## src/occ_defines.svh

```systemverilog
// Register offsets, field positions, reset values and constants of the compare channel
`ifndef OCC_DEFINES_SVH
`define OCC_DEFINES_SVH
`define OCC_ADDR_W 4
`define OCC_OFS_CTRL 4'h0
`define OCC_OFS_CMP_A 4'h1
`define OCC_OFS_CMP_B 4'h2
`define OCC_OFS_INT_STAT 4'h3
`define OCC_OFS_INT_MASK 4'h4
`define OCC_BIT_IDLE 13
`define OCC_BIT_FLT 4
`define OCC_BIT_TSEL 3
`define OCC_MODE_HI 2
`define OCC_MODE_LO 0
`define OCC_CTRL_WMASK 16'h200f
`define OCC_CTRL_RST 16'h0000
`define OCC_CMP_RST 16'h0000
`define OCC_INT_MATCH 0
`define OCC_INT_FAULT 1
`define OCC_INT_W 2
`endif

```

## src/occ_pkg.sv

```systemverilog
// Types shared by the compare channel files
package occ_pkg;
  typedef enum logic [2:0] {
    OCC_OFF = 3'h0,
    OCC_SET_HI = 3'h1,
    OCC_SET_LO = 3'h2,
    OCC_TOGGLE = 3'h3,
    OCC_ONE_PULSE = 3'h4,
    OCC_PULSES = 3'h5,
    OCC_PWM = 3'h6,
    OCC_PWM_FLT = 3'h7
  } occ_mode_t;
  typedef enum logic [1:0] {
    OCC_ST_IDLE = 2'b00,
    OCC_ST_WAIT_A = 2'b01,
    OCC_ST_WAIT_B = 2'b11,
    OCC_ST_DONE = 2'b10
  } occ_state_t;
endpackage
```

## src/occ_channel.sv

```systemverilog
// Output compare channel: control register, modes, fault, interrupts
`include "occ_defines.svh"
module occ_channel (
  // Clock and reset
  input wire logic clk,
  input wire logic rst,
  // Register port
  input wire logic [`OCC_ADDR_W-1:0] reg_addr,
  input wire logic [15:0] reg_wdata,
  input wire logic reg_wr,
  input wire logic reg_rd,
  output logic [15:0] reg_rdata,
  // Time bases
  input wire logic [15:0] first_timer,
  input wire logic [15:0] second_timer,
  // System status
  input wire logic cpu_idle,
  input wire logic fault_n,
  // Outputs
  output logic compare_output_pin,
  output logic irq
);
  import occ_pkg::*;

  typedef struct packed {
    logic idle_halt_select;
    logic pwm_fault_flag;
    logic timebase_select;
    occ_mode_t mode;
    logic [15:0] cmp_a;
    logic [15:0] cmp_b;
    logic [`OCC_INT_W-1:0] int_stat;
    logic [`OCC_INT_W-1:0] int_mask;
    occ_state_t seq;
    logic pin;
    logic [15:0] rdata;
  } occ_st_t;

  occ_st_t st_q, st_d;
  logic run;
  logic match_a;
  logic match_b;
  logic wrap;
  logic [15:0] ctrl_view;

  // Control register as software sees it
  function automatic logic [15:0] ctrl_word(input occ_st_t s);
    logic [15:0] w;
    w = 16'h0000;
    w[`OCC_BIT_IDLE] = s.idle_halt_select;
    w[`OCC_BIT_FLT] = s.pwm_fault_flag;
    w[`OCC_BIT_TSEL] = s.timebase_select;
    w[`OCC_MODE_HI:`OCC_MODE_LO] = s.mode;
    return w;
  endfunction

  // Write-one-to-clear with hardware set winning
  function automatic logic [`OCC_INT_W-1:0] w1c(input logic [`OCC_INT_W-1:0] cur,
                                               input logic [`OCC_INT_W-1:0] clr,
                                               input logic [`OCC_INT_W-1:0] set);
    return (cur & ~clr) | set;
  endfunction

  assign ctrl_view = ctrl_word(st_q);
  // Halted while disabled, or in idle with halt selected
  assign run = (st_q.mode != OCC_OFF) && !(st_q.idle_halt_select && cpu_idle);

  occ_match u_match (
    .clk(clk),
    .rst(rst),
    .first_timer(first_timer),
    .second_timer(second_timer),
    .timebase_select(st_q.timebase_select),
    .cmp_a(st_q.cmp_a),
    .cmp_b(st_q.cmp_b),
    .run(run),
    .match_a(match_a),
    .match_b(match_b),
    .wrap(wrap)
  );

  always_comb begin
    logic mode_wr;
    logic [`OCC_INT_W-1:0] clr;
    logic [`OCC_INT_W-1:0] set;
    occ_mode_t new_mode;
    mode_wr = 1'b0;
    clr = '0;
    set = '0;
    new_mode = st_q.mode;
    st_d = st_q;
    st_d.rdata = 16'h0000;

    // Register writes
    if (reg_wr) begin
      if (reg_addr == `OCC_OFS_CTRL) begin
        // Flag bit is read-only; only writable bits are taken
        st_d.idle_halt_select = reg_wdata[`OCC_BIT_IDLE];
        st_d.timebase_select = reg_wdata[`OCC_BIT_TSEL];
        new_mode = occ_mode_t'(reg_wdata[`OCC_MODE_HI:`OCC_MODE_LO]);
        mode_wr = 1'b1;
      end else if (reg_addr == `OCC_OFS_CMP_A) begin
        st_d.cmp_a = reg_wdata;
      end else if (reg_addr == `OCC_OFS_CMP_B) begin
        st_d.cmp_b = reg_wdata;
      end else if (reg_addr == `OCC_OFS_INT_STAT) begin
        clr = reg_wdata[`OCC_INT_W-1:0];
      end else if (reg_addr == `OCC_OFS_INT_MASK) begin
        st_d.int_mask = reg_wdata[`OCC_INT_W-1:0];
      end
    end

    // Pin and sequence behaviour per mode
    case (st_q.mode)
      OCC_OFF: begin
        st_d.seq = OCC_ST_IDLE;
      end
      OCC_SET_HI: begin
        if (match_a) begin
          st_d.pin = 1'b1;
        end
      end
      OCC_SET_LO: begin
        if (match_a) begin
          st_d.pin = 1'b0;
        end
      end
      OCC_TOGGLE: begin
        if (match_a) begin
          st_d.pin = !st_q.pin;
        end
      end
      OCC_ONE_PULSE, OCC_PULSES: begin
        // A raises the pin, B ends the pulse
        case (st_q.seq)
          OCC_ST_WAIT_A: begin
            if (match_a) begin
              st_d.pin = 1'b1;
              st_d.seq = OCC_ST_WAIT_B;
            end
          end
          OCC_ST_WAIT_B: begin
            if (match_b) begin
              st_d.pin = 1'b0;
              st_d.seq = (st_q.mode == OCC_ONE_PULSE) ? OCC_ST_DONE : OCC_ST_WAIT_A;
            end
          end
          OCC_ST_DONE: begin
            st_d.pin = 1'b0;
          end
          default: begin
            st_d.seq = OCC_ST_WAIT_A;
          end
        endcase
      end
      OCC_PWM, OCC_PWM_FLT: begin
        // Period starts on wrap; duty ends on match with A
        // Halted channel ignores the fault too, so the pin stays frozen in idle
        if (st_q.mode == OCC_PWM_FLT && !fault_n && run) begin
          st_d.pwm_fault_flag = 1'b1;
          set[`OCC_INT_FAULT] = 1'b1;
        end
        if (st_q.pwm_fault_flag && st_q.mode == OCC_PWM_FLT) begin
          st_d.pin = 1'b0;
        end else if (st_q.mode == OCC_PWM_FLT && !fault_n && run) begin
          st_d.pin = 1'b0;
        end else if (match_a) begin
          st_d.pin = 1'b0;
        end else if (wrap && run) begin
          st_d.pin = (st_q.cmp_a != 16'h0000);
        end
      end
      default: begin
        st_d.seq = OCC_ST_IDLE;
      end
    endcase

    // Match events feed the interrupt status
    if (match_a || match_b) begin
      set[`OCC_INT_MATCH] = 1'b1;
    end
    st_d.int_stat = w1c(st_q.int_stat, clr, set);

    // Mode rewrite clears the fault and initialises the pin; the pin keeps its value when the same toggle or PWM mode is written again
    if (mode_wr) begin
      st_d.mode = new_mode;
      // A fault present in the same cycle wins over the clear when OCC_PWM_FLT is written
      st_d.pwm_fault_flag = st_d.pwm_fault_flag && (new_mode == OCC_PWM_FLT) && !fault_n;
      st_d.seq = OCC_ST_WAIT_A;
      if (new_mode == OCC_SET_LO) begin
        st_d.pin = 1'b1;
      end else if (new_mode == OCC_TOGGLE && st_q.mode == OCC_TOGGLE) begin
        st_d.pin = st_d.pin;
      end else if (new_mode == OCC_PWM || new_mode == OCC_PWM_FLT) begin
        st_d.pin = (st_q.mode == new_mode) ? st_d.pin : 1'b0;
      end else begin
        st_d.pin = 1'b0;
      end
    end

    // Reads: data stand one cycle after the strobe
    if (reg_rd) begin
      if (reg_addr == `OCC_OFS_CTRL) begin
        st_d.rdata = ctrl_view;
      end else if (reg_addr == `OCC_OFS_CMP_A) begin
        st_d.rdata = st_q.cmp_a;
      end else if (reg_addr == `OCC_OFS_CMP_B) begin
        st_d.rdata = st_q.cmp_b;
      end else if (reg_addr == `OCC_OFS_INT_STAT) begin
        st_d.rdata = {{(16-`OCC_INT_W){1'b0}}, st_q.int_stat};
      end else if (reg_addr == `OCC_OFS_INT_MASK) begin
        st_d.rdata = {{(16-`OCC_INT_W){1'b0}}, st_q.int_mask};
      end else begin
        st_d.rdata = 16'h0000;
      end
    end
  end

  always_ff @(posedge clk or posedge rst) begin
    if (rst) begin
      st_q <= '0;
    end else begin
      st_q <= st_d;
    end
  end

  assign reg_rdata = st_q.rdata;
  assign compare_output_pin = st_q.pin;
  assign irq = |(st_q.int_stat & st_q.int_mask);
endmodule

```

## src/occ_match.sv

```systemverilog
// Time base selection and compare-match pulse generation
`include "occ_defines.svh"
module occ_match (
  // Clock and reset
  input wire logic clk,
  input wire logic rst,
  // Time bases and compare values
  input wire logic [15:0] first_timer,
  input wire logic [15:0] second_timer,
  input wire logic timebase_select,
  input wire logic [15:0] cmp_a,
  input wire logic [15:0] cmp_b,
  input wire logic run,
  // Match pulses and period wrap
  output logic match_a,
  output logic match_b,
  output logic wrap
);
  import occ_pkg::*;
  typedef struct packed {
    logic [15:0] prev;
    logic hit_a;
    logic hit_b;
  } occ_match_st_t;
  occ_match_st_t st_q, st_d;
  logic [15:0] count;

  // Selected timer count
  assign count = timebase_select ? second_timer : first_timer;

  // Pulse on the first cycle of equality, then on every other cycle while the timer dwells on the value
  always_comb begin
    st_d = st_q;
    st_d.prev = count;
    st_d.hit_a = run && (count == cmp_a) && (count != st_q.prev || !st_q.hit_a);
    st_d.hit_b = run && (count == cmp_b) && (count != st_q.prev || !st_q.hit_b);
  end

  always_ff @(posedge clk or posedge rst) begin
    if (rst) begin
      st_q <= '0;
    end else begin
      st_q <= st_d;
    end
  end

  assign match_a = st_q.hit_a;
  assign match_b = st_q.hit_b;
  // Wrap: count fell below the previous value
  assign wrap = run && (count < st_q.prev);
endmodule

```

## config.mk

```make
export PLATFORM = sky130hd
export DESIGN_NAME = occ_channel
export DESIGN_NICKNAME = d
export VERILOG_FILES = /design/src/occ_pkg.sv /design/src/occ_channel.sv /design/src/occ_match.sv
export VERILOG_INCLUDE_DIRS = /design/src /design/src/src
export SDC_FILE = /design/constraint.sdc
export NUM_CORES = 1
export LEC_CHECK = 0
export BUFFER_PORTS_ARGS = -buffer_cell sky130_fd_sc_hd__buf_2
export CORE_MARGIN = 3
export CORE_UTILIZATION = 50
export DETAILED_ROUTE_END_ITERATION = 16
export PLACE_DENSITY_LB_ADDON = 0.2
export SLEW_MARGIN = 30
export SYNTH_ARGS = -nofsm -noshare
export SYNTH_HDL_FRONTEND = slang
export SYNTH_HIERARCHICAL = 1
export SYNTH_SLANG_ARGS = --single-unit
export TNS_END_PERCENT = 100
```

## constraint.sdc

```tcl
create_clock -name clk -period 2.5 [get_ports clk]
set_input_delay 0.375 -clock clk [delete_from_list [all_inputs] [get_ports clk]]
set_output_delay 0.375 -clock clk [all_outputs]
set_load 0.05 [all_outputs]
```

Word-level counts from Yosys, hierarchy flattened
Index checks and enable logic that the tools add are counted.
{"block": "totals", "output_inout_bits": 18, "elab_cells": 125, "inputBits": 58, "ff_bits": 79}
{"block": "op_classes", "mux": 41, "bitwise": 8, "n_reduce_logical": 36, "magnitude_cmp": 1, "eq_ne": 25}
{"operator": "16-bit two-way mux", "n": 5}
{"operator": "16-bit == test", "n": 2}
{"operator": "1-bit two-way mux", "n": 19}
{"operator": "3-bit == test, second input constant", "n": 6}
{"operator": "16-bit < comparator", "n": 1}
{"operator": "2-bit two-way mux", "n": 8}
{"operator": "16-bit inequality test", "n": 1}
{"operator": "16-bit nonzero test", "n": 1}
{"operator": "3-bit two-way mux", "n": 5}
{"operator": "1-bit logical AND", "n": 14}
{"operator": "3-bit by 2-bit == test with 1-bit output, second input constant", "n": 4}
{"operator": "4-bit by 2-bit == test with 1-bit output, second input constant", "n": 2}
{"operator": "4-bit by 3-bit inequality test with 1-bit output, second input constant", "n": 2}
{"operator": "4-bit AND reduction", "n": 2}
{"operator": "2-bit one-hot mux with 3 select lines", "n": 1}
{"operator": "6-bit AND reduction", "n": 1}
{"operator": "3-bit nonzero test", "n": 2}
{"operator": "2-bit OR reduction", "n": 3}
{"operator": "1-bit logical NOT", "n": 5}
{"operator": "1-bit one-hot mux with 5 select lines", "n": 1}
{"operator": "2-bit AND", "n": 2}
{"operator": "2-bit == test, second input constant", "n": 2}
{"operator": "4-bit by 1-bit == test with 1-bit output, second input constant", "n": 1}
{"operator": "4-bit by 3-bit == test with 1-bit output, second input constant", "n": 1}
{"operator": "14 further kinds", "n": 20}

Depth between registers and ports, before layout
{"block": "depth", "depth_word": 15, "depth_mapped": 14, "ltp_nobuf": 12}

By module
Netlist, hierarchy kept.
{"module": "occ_channel", "area_per_inst_um2": 2955.3, "seq_area_each_um2": 1526.5, "cells_per_inst": 241, "instances": 1}
{"module": "occ_match", "area_per_inst_um2": 1591.5, "seq_area_each_um2": 450.4, "cells_per_inst": 153, "instances": 1}

Worst setup path before layout
OpenSTA, ideal clock, no wires.
{"block": "synth_path", "path_kind": "reg-to-reg", "from": "register st_q, in the netlist ctrl_view[3]", "to": "register st_q, in the netlist compare_output_pin", "path_stages_with_launch": 15, "t_required_ns": 2.424, "setup_slack_ns": -0.053, "arrival_ns": 2.477, "setup_time_ns": 0.076, "period_less_slack_ns": 2.553, "path_buffers": 2, "cell_sequence": "dfrtp_1 > buf_6 > buf_12 > mux2i_2 > inv_1 > ha_1 > a21o_1 > a21o_1 > a21oi_1 > o22ai_1 > nor3_1 > a31oi_1 > a31oi_1 > a21oi_1 > o21ai_1"}
{"element": "from (decl)", "line": "occ_channel.sv:39", "text": "occ_st_t st_q, st_d;"}
{"element": "from (signal assigned)", "line": "occ_channel.sv:223", "text": "st_q <= st_d;"}

==> summary.txt <==
STA
  – RSZ-0062 raised after global routing: yes
  – Tmin final: 2.59 ns
  – Fin crit share: 104%
  – F_max: 0.386 GHz
  – Worst-margin pin slew: 0.780 ns
  – Clk_skew: 0.0121 ns
  – Final hold vios: 0
  – Final setup margin: -0.0921 ns
  – Final Max Tran Viols: 0
  – Slew headroom: 48.0%
  – Setup TNS: -0.0921 ns
  – Setup-failing EPs final: 1

Cells and area
  – Fin util: 63.3%
  – NumNets Final: 558
  – ANT cells: 0
  – Final instance area: 0.00555 mm^2
  – Share of layout cells above drive strength 1: 43.2%
  – Area grow syn2layout: 22.1%
  – Filler cells: 692
  – Non-Filler Instances: 594

Yosys
  – Mapped Nets: 470
  – Synth top area share: 43.5%
  – Leading area contributor after synthesis: dfrtp_1
  – Distinct cells, synth: 60
  – Synth warnings: 6
  – Cell Area, Synth: 0.00455 mm^2
  – Post-synth EDFFs: 0
  – Ranking of synthesized cells by area: dfrtp_1 (43%), mux2_2 (9.4%), ha_1 (5.0%), xnor2_1 (4.8%), mux2i_4 (3.5%)
  – Top FF cell, synth: dfrtp_1
  – Flops & latches, synth: 79
  – Seq/Total Area, Yosys: 43.5%
  – Post-Syn Instances: 394
  – Post-synth ARST share: 100%
  – Syn avg cell area: 11.5 um^2

Outcome
  – Failing checks: negative setup slack
  – Outcome: complete, but fails checks

GRT
  – Pin count of the biggest net entering global routing: 32
  – Met3 Usage GRT: 3.58%
  – Vias in the first global route: 3431
  – First-pass GRT wire length: 17.3 mm
  – Busiest grt layer: met2
  – Grt ovf: 0
  – Grt met2 use: 37.1%
  – Initial antenna violation count: 0
  – Global Route Usage Sum: 22.1%
  – M1 GR Usage: 29.0%

Clock tree
  – Total CTS buffers: 9
  – CTS tree: yes
  – Clk_lat worst skew: 0.36 ns
  – # hold bufs at CTS: 0
  – CTS max path bufs: 2
  – Worst-path clk slew: 0.08 ns
  – H-tree lvl count: 3
  – Clock root cell: clkbuf_8
  – # clock sinks: 79

Route
  – Antenna violation net count after detailed routing: 0
  – Via count: 3246
  – Via/cell ratio: 5.46
  – DRT iter0 DRCs: 197
  – DRT Wirelength: 10.9 mm
  – Wire per inst: 18.4 um
  – Post-route DRC violation count: 0
  – Initial DRT Pass Iterations: 4

Die
  – Area of the core: 0.00876 mm^2
  – DIE WIDTH: 101 um
  – # IOs: 76
  – Die ar.: 0.0103 mm^2
  – Die Ht: 101 um
  – Initial Util: 51.9%
  – Placement Rows: 34

Place
  – GP Congestion: 0.851
  – Dpl cell area: 0.00506 mm^2
  – DP Wirelength: 7.99 mm
  – # port buffers: 75
  – Placed Cells: 573

Worst setup path
  – CP Capture Type: flip-flop
  – Critical path required time: 2.77 ns
  – CP Max Fanout: 6
  – Critical path class: flip-flop to flip-flop
  – Path depth of the worst reg2reg path: 13
  – CP startpoint kind: flip-flop
  – CP arrival: 2.87 ns

Pwr
  – PwrDens: 814 mW/mm^2
  – Max VDD drop: 0.399 mV
  – Leak Pwr: 2.62 nW

Job
  – Max Cap Viol: 0

Min path
  – Hold/Removal Path Class: primary input to asynchronous set/reset pin
what timing repair did:
item | CTS | global route
gates resized for setup | 30 | 3
setup endpoints to repair | 1 | 1
endpoints found under the hold margin | 0 | 0
setup buffers | 4 | 1
pin swaps | 10 | 3
gates cloned | 1 | 0
cell usage after synthesis, drive strengths merged, types with 4 or more instances:
library cell and n:
mux2i 22, nand2 12, dfrtp 79, nor4 10, a22oi 12, a21o 6
inv 37, a31oi 4, nand4 7, nor2 22, buf 27, xnor2 25
nand3 5, mux2 39, clkbuf 5, ha 18, o21ai 5, nor2b 6
a21oi 10, xor2 8
metal layers:
layer  wire length [um]  part of all wire [%]  up-vias
li1                   -                     -     1534
met2               5420                    50       93
met4                182                   1.7        0
met3                513                   4.7       15
met1               4810                    44     1604
met5                  0                     0        -
sequential cells by signal, indices dropped and copies added (netlist names):
name,cells
st_q,38
reg_rdata,16
u_match/st_q,16
compare_output_pin,1
u_match/match_b,1
u_match/match_a,1
ctrl_view,6
report_power, final:
group          switching (mW)  total [mW]  internal [mW]
Combinational           0.725        1.53          0.807
Sequential              0.254        1.76           1.50
Clock                   0.472        1.23          0.759
critical path: stages (launching register included):
cell and delay, ns:
dfrtp_2 0.44, buf_12 0.17, mux2i_4 0.26, inv_1 0.09, ha_1 0.30, a21oi_1 0.14, nor2b_1 0.06, o21ai_1 0.15
nand3b_1 0.11, nor3_2 0.27, a31oi_1 0.12, a31oi_1 0.17, a21oi_1 0.09, o21ai_1 0.15
placed cells by master (no fill, tap or decap), drive strengths merged, types with 3 or more instances in the layout:
| cell | count |
|---|---|
| ha | 18 |
| xor2 | 8 |
| mux2 | 39 |
| buf | 109 |
| a22oi | 12 |
| dfrtp | 79 |
| inv | 37 |
| mux2i | 22 |
| a2111oi | 3 |
| nor2 | 22 |
| nor2b | 6 |
| nand2 | 12 |
| a21o | 6 |
| a21oi | 10 |
| nand4 | 7 |
| xnor2 | 25 |
| nand3b | 3 |
| o21ai | 5 |
| nand2b | 3 |
| a31oi | 4 |
| bufinv | 4 |
| nor4 | 10 |
| clkbuf | 9 |
| nand3 | 5 |
metrics by stage:
step / power [mW] / hold slack, ns / setup WS (ns)
detailed placement: 3.14 / 0.500 / -0.150
floorplan: 2.73 / 0.314 / -0.0226
global placement: 3.10 / 0.494 / -0.0634
CTS: 4.52 / 0.127 / -0.0669
finish: 4.52 / 0.116 / -0.0921
global route: 4.75 / 0.176 / -0.159
logic make-up (layout without fill, tap and decap cells):
group | count (synthesis) | in the layout | synth area share [%]
muxes | 63 | 63 | 17.9
and+or+nand+nor | 81 | 81 | 10.5
buffers and inverters | 69 | 161 | 8.42
AOI/OAI and AO/OA | 51 | 51 | 8.37
xor gates and xnor gates | 33 | 33 | 6.36
DFF | 79 | 79 | 43.5
adders and majority gates | 18 | 18 | 4.95
cell type report:
type                       count  area (um^2)  area share, %
inverter                      37          139           2.50
clock inverter                 6          134           2.41
sequential                    79         1980           35.6
timing repair buffer         109          691           12.4
tap                          108          135           2.43
clock buffer                   9          124           2.23
multi-input combinational    246         2350           42.3
path summary, 6_finish.rpt:
path,start,end,slack (ns)
setup / recovery,ctrl_view[3]$_DFFE_PP0P_,compare_output_pin$_DFF_PP0_,-0.09
hold / removal,rst,reg_rdata[5]$_DFF_PP0_,0.12
setup reg to reg,ctrl_view[3]$_DFFE_PP0P_,compare_output_pin$_DFF_PP0_,-0.09
hold reg to reg,st_q[22]$_DFF_PP0_,st_q[22]$_DFF_PP0_,0.52
max in group asynchronous,rst,ctrl_view[3]$_DFFE_PP0P_,1.76
min in group clk,reg_wdata[7],st_q[30]$_DFFE_PP0P_,0.26
No activity file was read; power rests on OpenSTA's default activity.
